File: src/rtcsr_pkg.sv
// Package of constants and carrier types for the supply/reset/timebase block
package rtcsr_pkg;

  // ----------------------------------------------------------------------
  // Clock and timing
  // ----------------------------------------------------------------------
  localparam int unsigned CLK_HZ         = 40000000;  // System clock rate
  localparam int unsigned POWER_RECOVERY_HOLD_TIME_MS        = 250;       // Recovery hold, ms
  localparam int unsigned POWER_RECOVERY_HOLD_TIME_CYC       = POWER_RECOVERY_HOLD_TIME_MS * (CLK_HZ / 1000);
  localparam int unsigned START_CORR_S   = 2;         // First correction, s
  localparam int unsigned BAT_CORR_S     = 10;        // Backup cadence, s
  localparam int unsigned PUSHBUTTON_DEBOUNCE_TIME_CYC       = 1000;      // Debounce, cycles
  localparam int unsigned TRST_CYC       = 1000;      // Pulse time, cycles
  localparam int unsigned TICK_CYC       = CLK_HZ;    // Cycles per 1Hz tick

  // ----------------------------------------------------------------------
  // Register offsets (plain port)
  // ----------------------------------------------------------------------
  localparam logic [4:0] A_SEC   = 5'h00;  // Seconds
  localparam logic [4:0] A_MIN   = 5'h01;  // Minutes
  localparam logic [4:0] A_HOUR  = 5'h02;  // Hours
  localparam logic [4:0] A_DOW   = 5'h03;  // Weekday
  localparam logic [4:0] A_DATE  = 5'h04;  // Date
  localparam logic [4:0] A_MON   = 5'h05;  // Month/century
  localparam logic [4:0] A_YEAR  = 5'h06;  // Year
  localparam logic [4:0] A_CTRL  = 5'h0E;  // Control
  localparam logic [4:0] A_STAT  = 5'h0F;  // Status
  localparam logic [4:0] A_AGING = 5'h10;  // Aging offset
  localparam logic [4:0] A_TRIM  = 5'h13;  // Applied correction (read)

  // ----------------------------------------------------------------------
  // Field positions and reset values
  // ----------------------------------------------------------------------
  localparam int unsigned B_OSC_STOP = 7;  // Control: oscillator stop bit
  localparam int unsigned B_IRQ_SEL  = 2;  // Control: irq or square select
  localparam int unsigned B_H12      = 6;  // Hours: 12-hour mode
  localparam int unsigned B_PM       = 5;  // Hours: PM flag
  localparam logic [7:0] CTRL_RST    = 8'h04;  // Select bit set at power-up
  localparam logic [7:0] DAY1_BCD    = 8'h01;  // Preset day, month, weekday
  localparam logic [7:0] ZERO_BCD    = 8'h00;  // Preset time and year

  // Calendar carrier
  typedef struct packed {
    logic [7:0] sec;
    logic [7:0] min;
    logic [7:0] hour;
    logic [7:0] dow;
    logic [7:0] date;
    logic [7:0] mon;
    logic [7:0] year;
  } rtcsr_cal_t;

  // Power states of the supply selector
  typedef enum logic [1:0] {
    PWR_OFF = 2'b00,
    PWR_PRI = 2'b01,
    PWR_BAT = 2'b10
  } rtcsr_pwr_t;

  // Reset pin sequencer states
  typedef enum logic [2:0] {
    RS_IDLE = 3'b000,
    RS_PF   = 3'b001,
    RS_REC  = 3'b010,
    RS_DB   = 3'b011,
    RS_WREL = 3'b100,
    RS_PULS = 3'b101
  } rtcsr_rst_t;

endpackage : rtcsr_pkg

File: src/rtcsr_top.sv
// Supply selection, reset pin, time base correction and BCD calendar
//
// The implementer's own choices: the register offsets and the strobed register port.
`timescale 1ns/1ps
// How it works
// RL1: Above power-fail threshold run from primary
// RL2: Below threshold, backup only if primary lowest
// RL3: Primary below threshold drives reset low
// RL4: Correct every second primary, 10s backup
// RL5: Aging offset added to factory trim
// RL6: Backup alone: reset output off, low
// RL7: First battery: oscillator waits for primary/address
// RL8: Correction about 2s after start event
// RL9: Oscillator keeps running while any supply
// RL10: First start presets 01/01/00 01 00:00:00
// RL11: Stop bit halts oscillator, time frozen
// RL12: Idle: falling edge gives debounce low
// RL13: Still low: wait release, then pulse
// RL14: Primary return holds reset 250ms
// RL15: Oscillator stopped: skip hold, release now
// RL16: Reset pin never disturbs timekeeping
// RL17: Reset and pushbutton only on primary
// RL18: Calendar counts with month ends, leap years
// RL19: 12-hour or 24-hour hours selectable
// RL20: Output carries alarm irq or 1Hz square
// RL21: Register port answers on either supply
// RL22: Select 0 square, 1 irq; reset 1
// RL23: Time values held as BCD
// RL24: Debounce and pulse times are parameters
module rtcsr_top
  import rtcsr_pkg::*;
#(
  parameter int unsigned POWER_RECOVERY_HOLD_TIME_COUNT = POWER_RECOVERY_HOLD_TIME_CYC,   // Recovery hold cycles
  parameter int unsigned TICK_COUNT = TICK_CYC,   // Cycles per 1Hz tick
  parameter int unsigned PUSHBUTTON_DEBOUNCE_TIME_COUNT = PUSHBUTTON_DEBOUNCE_TIME_CYC,   // Debounce cycles
  parameter int unsigned TRST_COUNT = TRST_CYC    // Reset pulse cycles
) (
  input  wire logic       sys_clk,       // 40 MHz clock
  input  wire logic       nrst,          // Synchronous reset, active low
  input  wire logic       pri_above_pf,  // Primary above power-fail level
  input  wire logic       pri_above_bat, // Primary above backup level
  input  wire logic       bat_valid,     // Backup supply valid
  input  wire logic       bus_addr_hit,  // Valid bus address seen (pulse)
  input  wire logic       alarm_irq_n,   // Alarm interrupt, active low
  input  wire logic       rst_pin_in,    // Reset pin level
  output logic            rst_pin_out,   // Reset pin drive value
  output logic            rst_pin_oe,    // Reset pin drive enable
  output logic            on_backup,     // Running from backup supply
  output logic            alarm_irq_square_out, // Shared output level
  output logic            temp_meas,     // Correction pulse
  output logic signed [8:0] trim_applied, // Trim plus aging
  input  wire logic [4:0] reg_addr,      // Register address
  input  wire logic [7:0] reg_wdata,     // Write data
  input  wire logic       reg_wr,        // Write strobe
  input  wire logic       reg_rd,        // Read strobe
  output logic [7:0]      reg_rdata,     // Read data, cycle after strobe
  input  wire logic signed [7:0] factory_trim // Factory trim value
);

  // ----------------------------------------------------------------------
  // Elaboration checks
  // ----------------------------------------------------------------------
  if (TICK_COUNT < 4 || PUSHBUTTON_DEBOUNCE_TIME_COUNT < 1 || TRST_COUNT < 1 || POWER_RECOVERY_HOLD_TIME_COUNT < 1)
    $error("rtcsr_top: counts too small");

  // ----------------------------------------------------------------------
  // Input synchronisers
  // ----------------------------------------------------------------------
  logic [4:0] sy1_reg;  // First stage, read only by second
  logic [4:0] sy2_reg;  // Second stage
  always_ff @(posedge sys_clk) begin
    sy1_reg <= {rst_pin_in, pri_above_pf, pri_above_bat, bat_valid,
                alarm_irq_n};
    sy2_reg <= sy1_reg;
  end
  logic pin_s, pf_ok, pri_hi, bat_ok, irq_n_s;
  assign {pin_s, pf_ok, pri_hi, bat_ok, irq_n_s} = sy2_reg;

  // ----------------------------------------------------------------------
  // Supply selection
  // ----------------------------------------------------------------------
  rtcsr_pwr_t pwr_next;  // Selected source
  always_comb begin
    if (pf_ok)
      pwr_next = PWR_PRI;  // RL1
    else if (pri_hi)
      pwr_next = PWR_PRI;  // RL2
    else if (bat_ok)
      pwr_next = PWR_BAT;  // RL2
    else
      pwr_next = PWR_OFF;
  end
  rtcsr_pwr_t pwr_reg;
  always_ff @(posedge sys_clk) begin
    if (!nrst)
      pwr_reg <= PWR_OFF;
    else
      pwr_reg <= pwr_next;
  end
  assign on_backup = (pwr_reg == PWR_BAT);
  // Logic alive only on a valid supply; the port is served then
  logic powered;
  assign powered = (pwr_reg != PWR_OFF);  // RL21

  // ----------------------------------------------------------------------
  // Oscillator start gating and control register
  // ----------------------------------------------------------------------
  logic [7:0] ctrl_reg;     // Control register
  logic       started_reg;  // Oscillator released once
  logic       preset_reg;   // Calendar preset done
  logic       osc_run;
  logic       start_evt;
  assign start_evt = pf_ok || (bus_addr_hit && powered);
  always_ff @(posedge sys_clk) begin
    if (!nrst)
      started_reg <= 1'b0;
    else if (start_evt)
      started_reg <= 1'b1;  // RL7
  end
  // Stop bit halts; otherwise runs on any supply once released
  assign osc_run = started_reg && powered && !ctrl_reg[B_OSC_STOP]; // RL9 RL11

  // ----------------------------------------------------------------------
  // 1Hz tick divider
  // ----------------------------------------------------------------------
  logic [31:0] div_reg;
  logic        tick;
  logic        sq_reg;  // 1Hz square, high half first
  assign tick = osc_run && (div_reg == 32'(TICK_COUNT - 1));
  logic sec_wr;
  assign sec_wr = reg_wr && (reg_addr == A_SEC);
  always_ff @(posedge sys_clk) begin
    if (!nrst || !osc_run || sec_wr)
      div_reg <= 32'h0;  // Writing seconds restarts the chain
    else if (tick)
      div_reg <= 32'h0;
    else
      div_reg <= div_reg + 32'h1;
  end
  always_ff @(posedge sys_clk) begin
    if (!nrst)
      sq_reg <= 1'b1;
    else
      sq_reg <= (div_reg < 32'(TICK_COUNT / 2));
  end

  // ----------------------------------------------------------------------
  // Correction cadence
  // ----------------------------------------------------------------------
  logic [3:0] corr_reg;  // Seconds since last correction
  logic       first_reg; // First correction still pending
  logic       corr_due;
  always_comb begin
    if (first_reg)
      corr_due = (corr_reg >= 4'(START_CORR_S - 1));  // RL8
    else if (on_backup)
      corr_due = (corr_reg >= 4'(BAT_CORR_S - 1));    // RL4
    else
      corr_due = 1'b1;                                // RL4
  end
  always_ff @(posedge sys_clk) begin
    if (!nrst || !osc_run) begin
      corr_reg  <= 4'h0;
      first_reg <= 1'b1;
      temp_meas <= 1'b0;
    end else begin
      temp_meas <= tick && corr_due;
      if (tick) begin
        corr_reg <= corr_due ? 4'h0 : corr_reg + 4'h1;
        if (corr_due)
          first_reg <= 1'b0;
      end
    end
  end

  // Aging offset joins the factory trim on each correction
  logic [7:0] aging_reg;
  always_ff @(posedge sys_clk) begin
    if (!nrst)
      trim_applied <= 9'sh000;
    else if (temp_meas)
      trim_applied <= 9'(factory_trim) + 9'($signed(aging_reg));  // RL5
  end

  // ----------------------------------------------------------------------
  // BCD calendar helpers
  // ----------------------------------------------------------------------
  function automatic logic [7:0] bcd_inc(input logic [7:0] v);
    if (v[3:0] == 4'h9)
      bcd_inc = {v[7:4] + 4'h1, 4'h0};  // RL23
    else
      bcd_inc = {v[7:4], v[3:0] + 4'h1};
  endfunction : bcd_inc

  function automatic logic [7:0] month_end(input logic [4:0] m,
                                           input logic [7:0] y);
    logic leap;
    leap = (y[4] ? (y[3:0] == 4'h2 || y[3:0] == 4'h6)
                 : (y[3:0] == 4'h0 || y[3:0] == 4'h4 || y[3:0] == 4'h8));
    case (m)
      5'h02:                      month_end = leap ? 8'h29 : 8'h28;
      5'h04, 5'h06, 5'h09, 5'h11: month_end = 8'h30;
      default:                    month_end = 8'h31;
    endcase
  endfunction : month_end

  // ----------------------------------------------------------------------
  // Calendar counting, presets and software writes
  // ----------------------------------------------------------------------
  rtcsr_cal_t cal_reg;
  rtcsr_cal_t cal_next;
  logic       h12;
  assign h12 = cal_reg.hour[B_H12];
  always_comb begin
    cal_next = cal_reg;
    if (cal_reg.sec != 8'h59) cal_next.sec = bcd_inc(cal_reg.sec);  // RL18
    else begin
      cal_next.sec = ZERO_BCD;
      if (cal_reg.min != 8'h59) cal_next.min = bcd_inc(cal_reg.min);
      else begin
        cal_next.min = ZERO_BCD;
        if (h12) begin  // RL19
          if (cal_reg.hour[4:0] == 5'h11)
            cal_next.hour = {2'b01, ~cal_reg.hour[B_PM], 5'h12};
          else if (cal_reg.hour[4:0] == 5'h12)
            cal_next.hour = {3'b010 | {2'b00, cal_reg.hour[B_PM]}, 5'h01};
          else
            cal_next.hour = {cal_reg.hour[7:5], 5'(bcd_inc(
                             {3'b000, cal_reg.hour[4:0]}))};
        end else if (cal_reg.hour[5:0] != 6'h23)
          cal_next.hour = {2'b00, 6'(bcd_inc({2'b00, cal_reg.hour[5:0]}))};
        else
          cal_next.hour = ZERO_BCD;
        // Midnight rolls the day in either mode
        if ((h12 && cal_reg.hour[B_PM] && cal_reg.hour[4:0] == 5'h11) ||
            (!h12 && cal_reg.hour[5:0] == 6'h23)) begin
          cal_next.dow = (cal_reg.dow == 8'h07) ? DAY1_BCD
                                                : bcd_inc(cal_reg.dow);
          if (cal_reg.date != month_end(cal_reg.mon[4:0], cal_reg.year))
            cal_next.date = bcd_inc(cal_reg.date);
          else begin
            cal_next.date = DAY1_BCD;
            if (cal_reg.mon[4:0] != 5'h12)
              cal_next.mon = {cal_reg.mon[7], 2'b00,
                              5'(bcd_inc({3'b000, cal_reg.mon[4:0]}))};
            else begin
              // Rollover from year 99 to 00 toggles the century flag
              cal_next.mon  = {cal_reg.year == 8'h99 ? ~cal_reg.mon[7]
                                                     : cal_reg.mon[7], 7'h01};
              cal_next.year = (cal_reg.year == 8'h99) ? ZERO_BCD
                                                      : bcd_inc(cal_reg.year);
            end
          end
        end
      end
    end
  end

  // Preset on first primary or first address on battery
  logic do_preset;
  assign do_preset = !preset_reg && start_evt;  // RL10
  always_ff @(posedge sys_clk) begin
    if (!nrst)
      preset_reg <= 1'b0;
    else if (do_preset)
      preset_reg <= 1'b1;
  end
  // Reset pin activity never reaches this process
  always_ff @(posedge sys_clk) begin  // RL16
    if (!nrst || do_preset)
      cal_reg <= '{sec: ZERO_BCD, min: ZERO_BCD, hour: ZERO_BCD,
                   dow: DAY1_BCD, date: DAY1_BCD, mon: DAY1_BCD,
                   year: ZERO_BCD};  // RL10
    else if (reg_wr && powered) begin
      case (reg_addr)
        A_SEC:   cal_reg.sec  <= reg_wdata;
        A_MIN:   cal_reg.min  <= reg_wdata;
        A_HOUR:  cal_reg.hour <= reg_wdata;
        A_DOW:   cal_reg.dow  <= reg_wdata;
        A_DATE:  cal_reg.date <= reg_wdata;
        A_MON:   cal_reg.mon  <= reg_wdata;
        A_YEAR:  cal_reg.year <= reg_wdata;
        default: ;
      endcase
    end else if (tick)
      cal_reg <= cal_next;  // RL18
  end

  // ----------------------------------------------------------------------
  // Control and aging registers
  // ----------------------------------------------------------------------
  always_ff @(posedge sys_clk) begin
    if (!nrst) begin
      ctrl_reg  <= CTRL_RST;  // RL22
      aging_reg <= 8'h00;
    end else if (reg_wr && powered) begin
      if (reg_addr == A_CTRL)  ctrl_reg  <= reg_wdata;
      if (reg_addr == A_AGING) aging_reg <= reg_wdata;
    end
  end

  // ----------------------------------------------------------------------
  // Shared alarm/square output
  // ----------------------------------------------------------------------
  always_ff @(posedge sys_clk) begin
    if (!nrst)
      alarm_irq_square_out <= 1'b1;
    else if (ctrl_reg[B_IRQ_SEL])
      alarm_irq_square_out <= irq_n_s;       // RL20 RL22
    else
      alarm_irq_square_out <= sq_reg || !osc_run;  // RL20 RL22
  end

  // ----------------------------------------------------------------------
  // Read port
  // ----------------------------------------------------------------------
  always_ff @(posedge sys_clk) begin
    if (!nrst)
      reg_rdata <= 8'h00;
    else if (reg_rd && powered) begin  // RL21
      case (reg_addr)
        A_SEC:   reg_rdata <= cal_reg.sec;
        A_MIN:   reg_rdata <= cal_reg.min;
        A_HOUR:  reg_rdata <= cal_reg.hour;
        A_DOW:   reg_rdata <= cal_reg.dow;
        A_DATE:  reg_rdata <= cal_reg.date;
        A_MON:   reg_rdata <= cal_reg.mon;
        A_YEAR:  reg_rdata <= cal_reg.year;
        A_CTRL:  reg_rdata <= ctrl_reg;
        A_STAT:  reg_rdata <= {!started_reg, 6'h00, on_backup};
        A_AGING: reg_rdata <= aging_reg;
        A_TRIM:  reg_rdata <= trim_applied[7:0];
        default: reg_rdata <= 8'h00;  // Unmapped reads zero
      endcase
    end else
      reg_rdata <= 8'h00;
  end

  // ----------------------------------------------------------------------
  // Reset pin sequencer
  // ----------------------------------------------------------------------
  rtcsr_rst_t rs_reg;
  logic [31:0] rcnt_reg;  // Phase timer
  logic        pin_d_reg; // Last synced pin level
  logic        pri_on;
  assign pri_on = (pwr_reg == PWR_PRI);
  always_ff @(posedge sys_clk) begin
    if (!nrst)
      pin_d_reg <= 1'b1;
    else
      pin_d_reg <= pin_s;
  end
  always_ff @(posedge sys_clk) begin
    if (!nrst) begin
      rs_reg   <= RS_PF;
      rcnt_reg <= 32'h0;
    end else if (!pf_ok) begin
      rs_reg   <= RS_PF;  // RL3
      rcnt_reg <= 32'h0;
    end else begin
      rcnt_reg <= rcnt_reg + 32'h1;
      case (rs_reg)
        RS_PF: begin
          rcnt_reg <= 32'h0;
          rs_reg   <= osc_run ? RS_REC : RS_IDLE;  // RL14 RL15
        end
        RS_REC:
          if (rcnt_reg == 32'(POWER_RECOVERY_HOLD_TIME_COUNT - 1)) rs_reg <= RS_IDLE;  // RL14
        RS_IDLE: begin
          rcnt_reg <= 32'h0;
          if (pin_d_reg && !pin_s) rs_reg <= RS_DB;  // RL12
        end
        RS_DB:
          if (rcnt_reg == 32'(PUSHBUTTON_DEBOUNCE_TIME_COUNT - 1)) begin  // RL24
            rcnt_reg <= 32'h0;
            rs_reg   <= RS_WREL;  // RL13
          end
        RS_WREL: begin
          rcnt_reg <= 32'h0;
          if (pin_s) rs_reg <= RS_PULS;  // RL13
        end
        RS_PULS:
          if (rcnt_reg == 32'(TRST_COUNT - 1)) rs_reg <= RS_IDLE;  // RL24
        default: rs_reg <= RS_PF;
      endcase
    end
  end
  // Open-drain drive; nothing driven without primary supply
  assign rst_pin_out = 1'b0;
  assign rst_pin_oe  = pri_on && (rs_reg == RS_PF || rs_reg == RS_REC ||
                       rs_reg == RS_DB || rs_reg == RS_PULS);  // RL6 RL17

  // ----------------------------------------------------------------------
  // Assertions
  // ----------------------------------------------------------------------
  prim_sel_a: assert property (@(posedge sys_clk) disable iff (!nrst)
    pf_ok |=> pwr_reg == PWR_PRI) else $error("not on primary"); // RL1
  bat_sel_a: assert property (@(posedge sys_clk) disable iff (!nrst)
    (!pf_ok && !pri_hi && bat_ok) |=> on_backup)
    else $error("backup not chosen"); // RL2
  pf_drive_a: assert property (@(posedge sys_clk) disable iff (!nrst)
    (!pf_ok && pwr_reg == PWR_PRI) ##1 pwr_reg == PWR_PRI |-> rst_pin_oe)
    else $error("reset not low on fail"); // RL3
  bat_off_a: assert property (@(posedge sys_clk) disable iff (!nrst)
    on_backup |-> !rst_pin_oe) else $error("reset driven on backup"); // RL6
  osc_gate_a: assert property (@(posedge sys_clk) disable iff (!nrst)
    !started_reg |-> !tick) else $error("tick before start"); // RL7
  stop_bit_a: assert property (@(posedge sys_clk) disable iff (!nrst)
    ctrl_reg[B_OSC_STOP] |=> $stable(cal_reg) || $past(reg_wr))
    else $error("time moved while stopped"); // RL11
  sel_reset_a: assert property (@(posedge sys_clk)
    !nrst |=> ctrl_reg[B_IRQ_SEL]) else $error("select not 1"); // RL22
  db_hold_a: assert property (@(posedge sys_clk) disable iff (!nrst)
    (rs_reg == RS_IDLE && pin_d_reg && !pin_s && pf_ok && pri_on)
    |=> rst_pin_oe [*1] ##0 rs_reg == RS_DB)
    else $error("no debounce drive"); // RL12
  no_rec_a: assert property (@(posedge sys_clk) disable iff (!nrst)
    (rs_reg == RS_PF && pf_ok && !osc_run) |=> rs_reg == RS_IDLE)
    else $error("hold not skipped"); // RL15
  corr_cad_a: assert property (@(posedge sys_clk) disable iff (!nrst)
    temp_meas |-> $past(tick)) else $error("correction off tick"); // RL4

endmodule : rtcsr_top

File: config.mk
export PLATFORM = sky130hd
export DESIGN_NAME = rtcsr_top
export DESIGN_NICKNAME = d
export VERILOG_FILES = /design/src/rtcsr_pkg.sv /design/src/rtcsr_top.sv
export SDC_FILE = /design/constraint.sdc
export NUM_CORES = 1
export LEC_CHECK = 0
export BUFFER_PORTS_ARGS = -buffer_cell sky130_fd_sc_hd__clkbuf_2
export CAP_MARGIN = 20
export CELL_PAD_IN_SITES_DETAIL_PLACEMENT = 1
export CELL_PAD_IN_SITES_GLOBAL_PLACEMENT = 1
export CORE_MARGIN = 4
export CORE_UTILIZATION = 48
export CTS_BUF_LIST = sky130_fd_sc_hd__clkbuf_2
export DETAILED_ROUTE_END_ITERATION = 12
export PLACE_DENSITY = 0.8
export REMOVE_ABC_BUFFERS = 1
export SYNTH_ARGS = -nofsm -noshare
export SYNTH_HDL_FRONTEND = slang
export SYNTH_SLANG_ARGS = --single-unit
export TNS_END_PERCENT = 30
File: constraint.sdc
create_clock -name sys_clk -period 2.95 [get_ports sys_clk]
set_input_delay 0.1475 -clock sys_clk [delete_from_list [all_inputs] [get_ports sys_clk]]
set_output_delay 0.1475 -clock sys_clk [all_outputs]
set_load 0.05 [all_outputs]
# [Yosys cells after proc, flatten, opt, wreduce, memory -nomap -nowiden]
# Cells that the tools add are included.
[op_classes] bitwise_logic=3 n_addsub=19 n_eq_ne=70 n_lt_le_gt_ge=3 mux=56 reduce_logical=69
[ops] op="8-bit 2-to-1 mux" count=25
[ops] op="56-bit 2-to-1 mux" count=2
[ops] op="8-bit case mux with 11 select lines" count=1
[ops] op="32-bit by 1-bit adder with 32-bit output, second input constant" count=2
[ops] op="32-bit 2-to-1 mux" count=2
[ops] op="32-bit case mux with 2 select lines" count=1
[ops] op="4-bit by 1-bit adder with 4-bit output, second input constant" count=13
[ops] op="48-bit 2-to-1 mux" count=1
[ops] op="40-bit 2-to-1 mux" count=1
[ops] op="32-bit by 10-bit equality test with 1-bit output, second input constant" count=1
[ops] op="32-bit by 24-bit equality test with 1-bit output, second input constant" count=1
[ops] op="32-bit by 26-bit equality test with 1-bit output, second input constant" count=1
[ops] op="4-bit equality test, second input constant" count=8
[ops] op="32-bit by 25-bit less-than comparator with 1-bit output, second input constant" count=1
[ops] op="6-bit AND reduction" count=5
[ops] op="5-bit by 3-bit equality test with 1-bit output, second input constant" count=5
[ops] op="5-bit equality test, second input constant" count=5
[ops] op="2-bit by 1-bit != test with 1-bit output, second input constant" count=10
[ops] op="5-bit AND reduction" count=4
[ops] op="3-bit case mux with 6 select lines" count=1
[ops] op="16-bit 2-to-1 mux" count=1
[ops] op="8-bit by 7-bit != test with 1-bit output, second input constant" count=2
[ops] op="8-bit AND reduction" count=2
[ops] op="5-bit by 2-bit equality test with 1-bit output, second input constant" count=3
[ops] op="48 further kinds" count=122
[word_totals] in_bits=31 reg_bits=179 word_cells=256

# [Logic depth before layout (Yosys ltp)]
[depth] ltp_word=16 ltp_mapped=10 mapped_depth_nobuf=10

# [Worst setup path after synthesis]
# OpenSTA, ideal clock, no wires.
[synth_path] path_type="register to output" startpoint="register rs_reg[1]" endpoint="output rst_pin_oe" arrival_time_ps=3018 stages_incl_launch_ff=4 slack_ps=-215 n_path_buf=1 cell_sequence="dfxtp_1 clkbuf_1 nor2_1 a2111oi_0"
[synth_via] elab_chain_cells=5 elab_cells_between_ends=8 cone_classes="eq/ne (4); reduce/logical (4)"
[synth_lines] element="start, declared" line="rtcsr_top.sv:342" source="rtcsr_rst_t rs_reg;"
[synth_lines] element="start signal, assigned" line="rtcsr_top.sv:365" source="rs_reg <= osc_run ? RS_REC : RS_IDLE;"
[synth_lines] element="3-bit by 1-bit equality test with 1-bit output / 3-bit by 2-bit equality test with 1-bit output (equally long branches)" line="rtcsr_top.sv:390" source="assign rst_pin_oe = pri_on && (rs_reg == RS_PF || rs_reg == RS_REC ||"
[synth_lines] element="1-bit logical OR (2 in series)" line="rtcsr_top.sv:390"
[synth_lines] element="1-bit logical OR (*)" line="rtcsr_top.sv:391" source="rs_reg == RS_DB || rs_reg == RS_PULS);"
[synth_lines] element="1-bit logical AND (*)" line="rtcsr_top.sv:390"
[synth_lines] element="end, declared" line="rtcsr_top.sv:47" source="output logic rst_pin_oe,"
# Mark *: on every way between the ends. The rest lies on a longest branch, timed or not.

# [Worst setup path after layout]
[layout_path] startpoint="register div_reg[17]" endpoint="register cal_reg[31] (netlist name)"
[layout_via] elab_chain_cells=4
[layout_lines] element="start, declared" line="rtcsr_top.sv:126" source="logic [31:0] div_reg;"
[layout_lines] element="start signal, assigned" line="rtcsr_top.sv:138" source="div_reg <= div_reg + 32'h1;"
[layout_lines] element="32-bit by 26-bit equality test with 1-bit output" line="rtcsr_top.sv:129" source="assign tick = osc_run && (div_reg == 32'(TICK_COUNT - 1));"
[layout_lines] element="1-bit logical AND" line="rtcsr_top.sv:129"
[layout_lines] element="2-bit nonzero test (no source line)"
[layout_lines] element="6-bit AND reduction (no source line)"
[layout_lines] element="end signal, assigned" line="rtcsr_top.sv:271" source="cal_reg <= '{sec: ZERO_BCD, min: ZERO_BCD, hour: ZERO_BCD,"
[layout_lines] element="end signal, assigned" line="rtcsr_top.sv:286" source="cal_reg <= cal_next;"
[layout_lines] element="end, declared" line="rtcsr_top.sv:210" source="rtcsr_cal_t cal_reg;"
# Every way passes these cells.
# A chain may end at the register's enable or synchronous reset.

==> flow_metrics.tcl <==
set metrics [dict create \
    final_cell_count_no_fill 1554 \
    route.met2.wl_mm 15.1 \
    ant_nets 0 \
    io_pins 53 \
    peakVddDrop_mv 0.304 \
    cp_max_fo 8 \
    clk_pin_slew_ns 0.26 \
    power.density_nw_per_um2 379 \
    required_ns 3.60 \
    drc 0 \
    sequentialPowerShare 0.591 \
    largest_reg_flops 56 \
    synth_area_per_cell_sq_um 8.18 \
    cp.arrival_ns 3.42 \
    netlist_top_cells_area "dfxtp_1 37%, nor2_1 5.7%, nand2_1 4.2%" \
    synth_top_family_by_area "simple AND/OR/NAND/NOR gates" \
    syn2layout_area_growth_pct 15.2 \
    synth_edf_count 0 \
    yosysMostFrequentCell "dfxtp_1" \
    postLayoutCellArea_sq_um 11000 \
    first_global_vias 9663 \
    final-setup-viol-count 0 \
    drt-initial-drc-count 798 \
    die_x_um 149 \
    met3_length_mm 1.80 \
    drive_gt1_frac 0.127 \
    clockRootBuffer "clkbuf_2" \
    async_flop_share 0 \
    grt_pass1_wl_mm 51.7 \
    die_h_um 149 \
    cts_buffers 17 \
    grt_max_degree 48 \
    fin_crit_sh 0.939 \
    row_count 51 \
    coreArea_sq_um 19500 \
    yosys_most_used_dff "dfxtp_1" \
    worstSkewPairLatency_ns 0.76 \
    place_congestion 0.934 \
    viasPerCell 5.97 \
    ys_types 81 \
    die_area_sq_um 22300 \
    cts_max_path_buffers 2 \
    switchingPower_mw 1.18 \
    pwr-share-comb 0.091 \
    clock_sinks 179 \
    finalHoldViolations 0 \
    hpwl_mm 22.8 \
    htreeDepth 4 \
    synthAdderAreaFrac 0.0426 \
    slowest_delay_ns 0.46 \
    syn_inst 1170 \
    crit_type "flop to flop" \
    port_buffers 51 \
    route.detailed.wl_per_inst_um 20.4 \
    ys_ff_latch 179 \
    antenna_found_initial 1 \
    hold_class "primary input to flop" \
    slew_headroom 0.499 \
    top_layer "met4" \
    cap_viol_max_count 0 \
    cp-start-kind "flop" \
    tightest_slew_ns 0.742 \
    grt-ovfl-total 0 \
    drv_slew 0 \
    m1WireLength_mm 13.8 \
    synth_simple_gate_area_frac 0.272 \
    cpLargestDelayFamily "simple AND/OR/NAND/NOR gates" \
    cts_tree "yes" \
    synth.top_cell.area_share 0.374 \
    cp-end-kind "flop" \
    dp_cells 1474 \
    pwr-share-clk 0.318 \
    yosys.area_share.xor_xnor 0.0595 \
    internal_power_mw 3.00 \
    cp_slowest_cell "dfxtp_1" \
    fillerInstances 2428 \
    dr.pass1.iters 5 \
    synth_compound_area_frac 0.188 \
    crit_chain "nor4bb_1, nand4_1, nor4_4, a31oi_4, buf_4, nor3b_4, a21boi_0, o21ai_0" \
    initial_core_util 0.490 \
    post-route-min-period_ns 2.77 \
    synth_top_area_cell "dfxtp_1" \
    status "complete, no violations" \
    cp.buffers_inverters 1 \
    ys_warn_count 0 \
    track_usage 0.293 \
    yosysSeqAreaShare 0.374 \
    placed_area_sq_um 10300 \
    p_leak_nw 3.95 \
    vias 9271 \
    syn_area_sq_um 9580 \
    synthMuxAreaShare 0.0244 \
    fin_skew_ns 0.0378 \
    finalNetCount 1338 \
    max_freq_ghz 0.361 \
    synthTopCellsByCount "179 x dfxtp_1, 145 x nor2_1, 107 x nand2_1" \
    wl_mm 31.8 \
    switching_share 0.283 \
]
==> worst min-delay path: stages <==
cell and delay [ns]:
dlygate4sd3_1 0.54, clkbuf_2 0.18, nand3_1 0.10, a21boi_0 0.08
==> path summary, 6_finish.rpt <==
| kind | start | end | slack, ns | cells after the start |
|---|---|---|---|---|
| setup reg to reg | div_reg[17]$_SDFF_PP0_ | cal_reg[31]$_SDFFE_PP0P_ | 0.18 | 8 |
| setup / recovery | div_reg[17]$_SDFF_PP0_ | cal_reg[31]$_SDFFE_PP0P_ | 0.18 | 8 |
| hold / removal | reg_wdata[1] | ctrl_reg[1]$_SDFFE_PN0P_ | 0.30 | 4 |
| hold reg to reg | sy1_reg[1]$_DFF_P_ | sy2_reg[1]$_DFF_P_ | 0.35 | 0 |
==> metrics by stage <==
step                      hold slack, ns   util  worst slack (ns)  setup TNS (ns)  power [mW]
after floorplan                    0.175      -             -1.44          -59.32        2.68
final                              0.302  0.565             0.181               0        4.18
after global routing               0.237  0.565          -0.00535        -0.00535        4.37
after detailed placement           0.252  0.528             0.158               0        2.85
after global placement             0.252  0.528             0.220               0        2.84
after CTS                          0.205  0.563            0.0710               0        4.21
==> power groups by stage <==
stage	combinational [mW]	clock [mW]	sequential, mW
final	0.380	1.33	2.47
after global routing	0.409	1.48	2.48
after CTS	0.370	1.37	2.47
after detailed placement	0.330	0	2.52
after global placement	0.325	0	2.51
after floorplan	0.169	0	2.51
==> repair_timing <==
item	CTS	global route
hold buffers	44	0
resized for setup	0	7
endpoints found under the setup margin	0	14
setup buffers	0	3
hold endpoints to repair	55	0
==> cell usage in the layout, fill, tap and decap left out, types with 7 or more instances in the layout <==
cell and instances:
nand3_1 79, and3_1 19, dfxtp_1 178, o21ai_0 69, nor3b_1 7, a31oi_1 14, nand3b_1 13, nor3_1 28
o21ai_1 8, o31ai_1 7, and2_1 7, ha_1 31, nand2b_1 9, nand4_1 22, dlygate4sd3_1 44, inv_1 34
nor2b_1 17, a22oi_1 10, buf_4 47, nand2_1 107, nor2_1 144, nor4_1 10, clkbuf_2 70, o21a_1 8
a222oi_1 8, nand4b_1 7, xnor2_1 24, xor2_1 41, mux2i_1 20, a21oi_1 52, a21o_1 9, a21boi_0 19
or3_1 9
==> per-layer routing <==
metal	global-route usage	vias to the layer above
li1	-	4403
met1	0.373	4541
met3	0.0574	66
met4	0.117	0
met5	0	-
met2	0.490	261
==> cell families (layout without fill, tap and decap cells) <==
kind of cell | after synthesis | after routing
compound gates | 267 | 267
xor+xnor | 65 | 65
buf+inv | 92 | 210
mux | 22 | 22
other cells | 1 | 2
flops | 179 | 179
simple gates | 512 | 512
fa+ha+maj | 32 | 32
==> layout make-up <==
cell class,instances,area [sq um],area share
Antenna cell,1,2.50,0.000227
Sequential cell,179,3580,0.325
Multi-Input combinational cell,899,5650,0.512
Tap cell,265,332,0.0301
Clock inverter,13,149,0.0135
Inverter,34,128,0.0116
Clock buffer,19,95.1,0.00862
Timing Repair Buffer,144,1090,0.0987
Note: power is estimated with default switching activity, not from simulation.
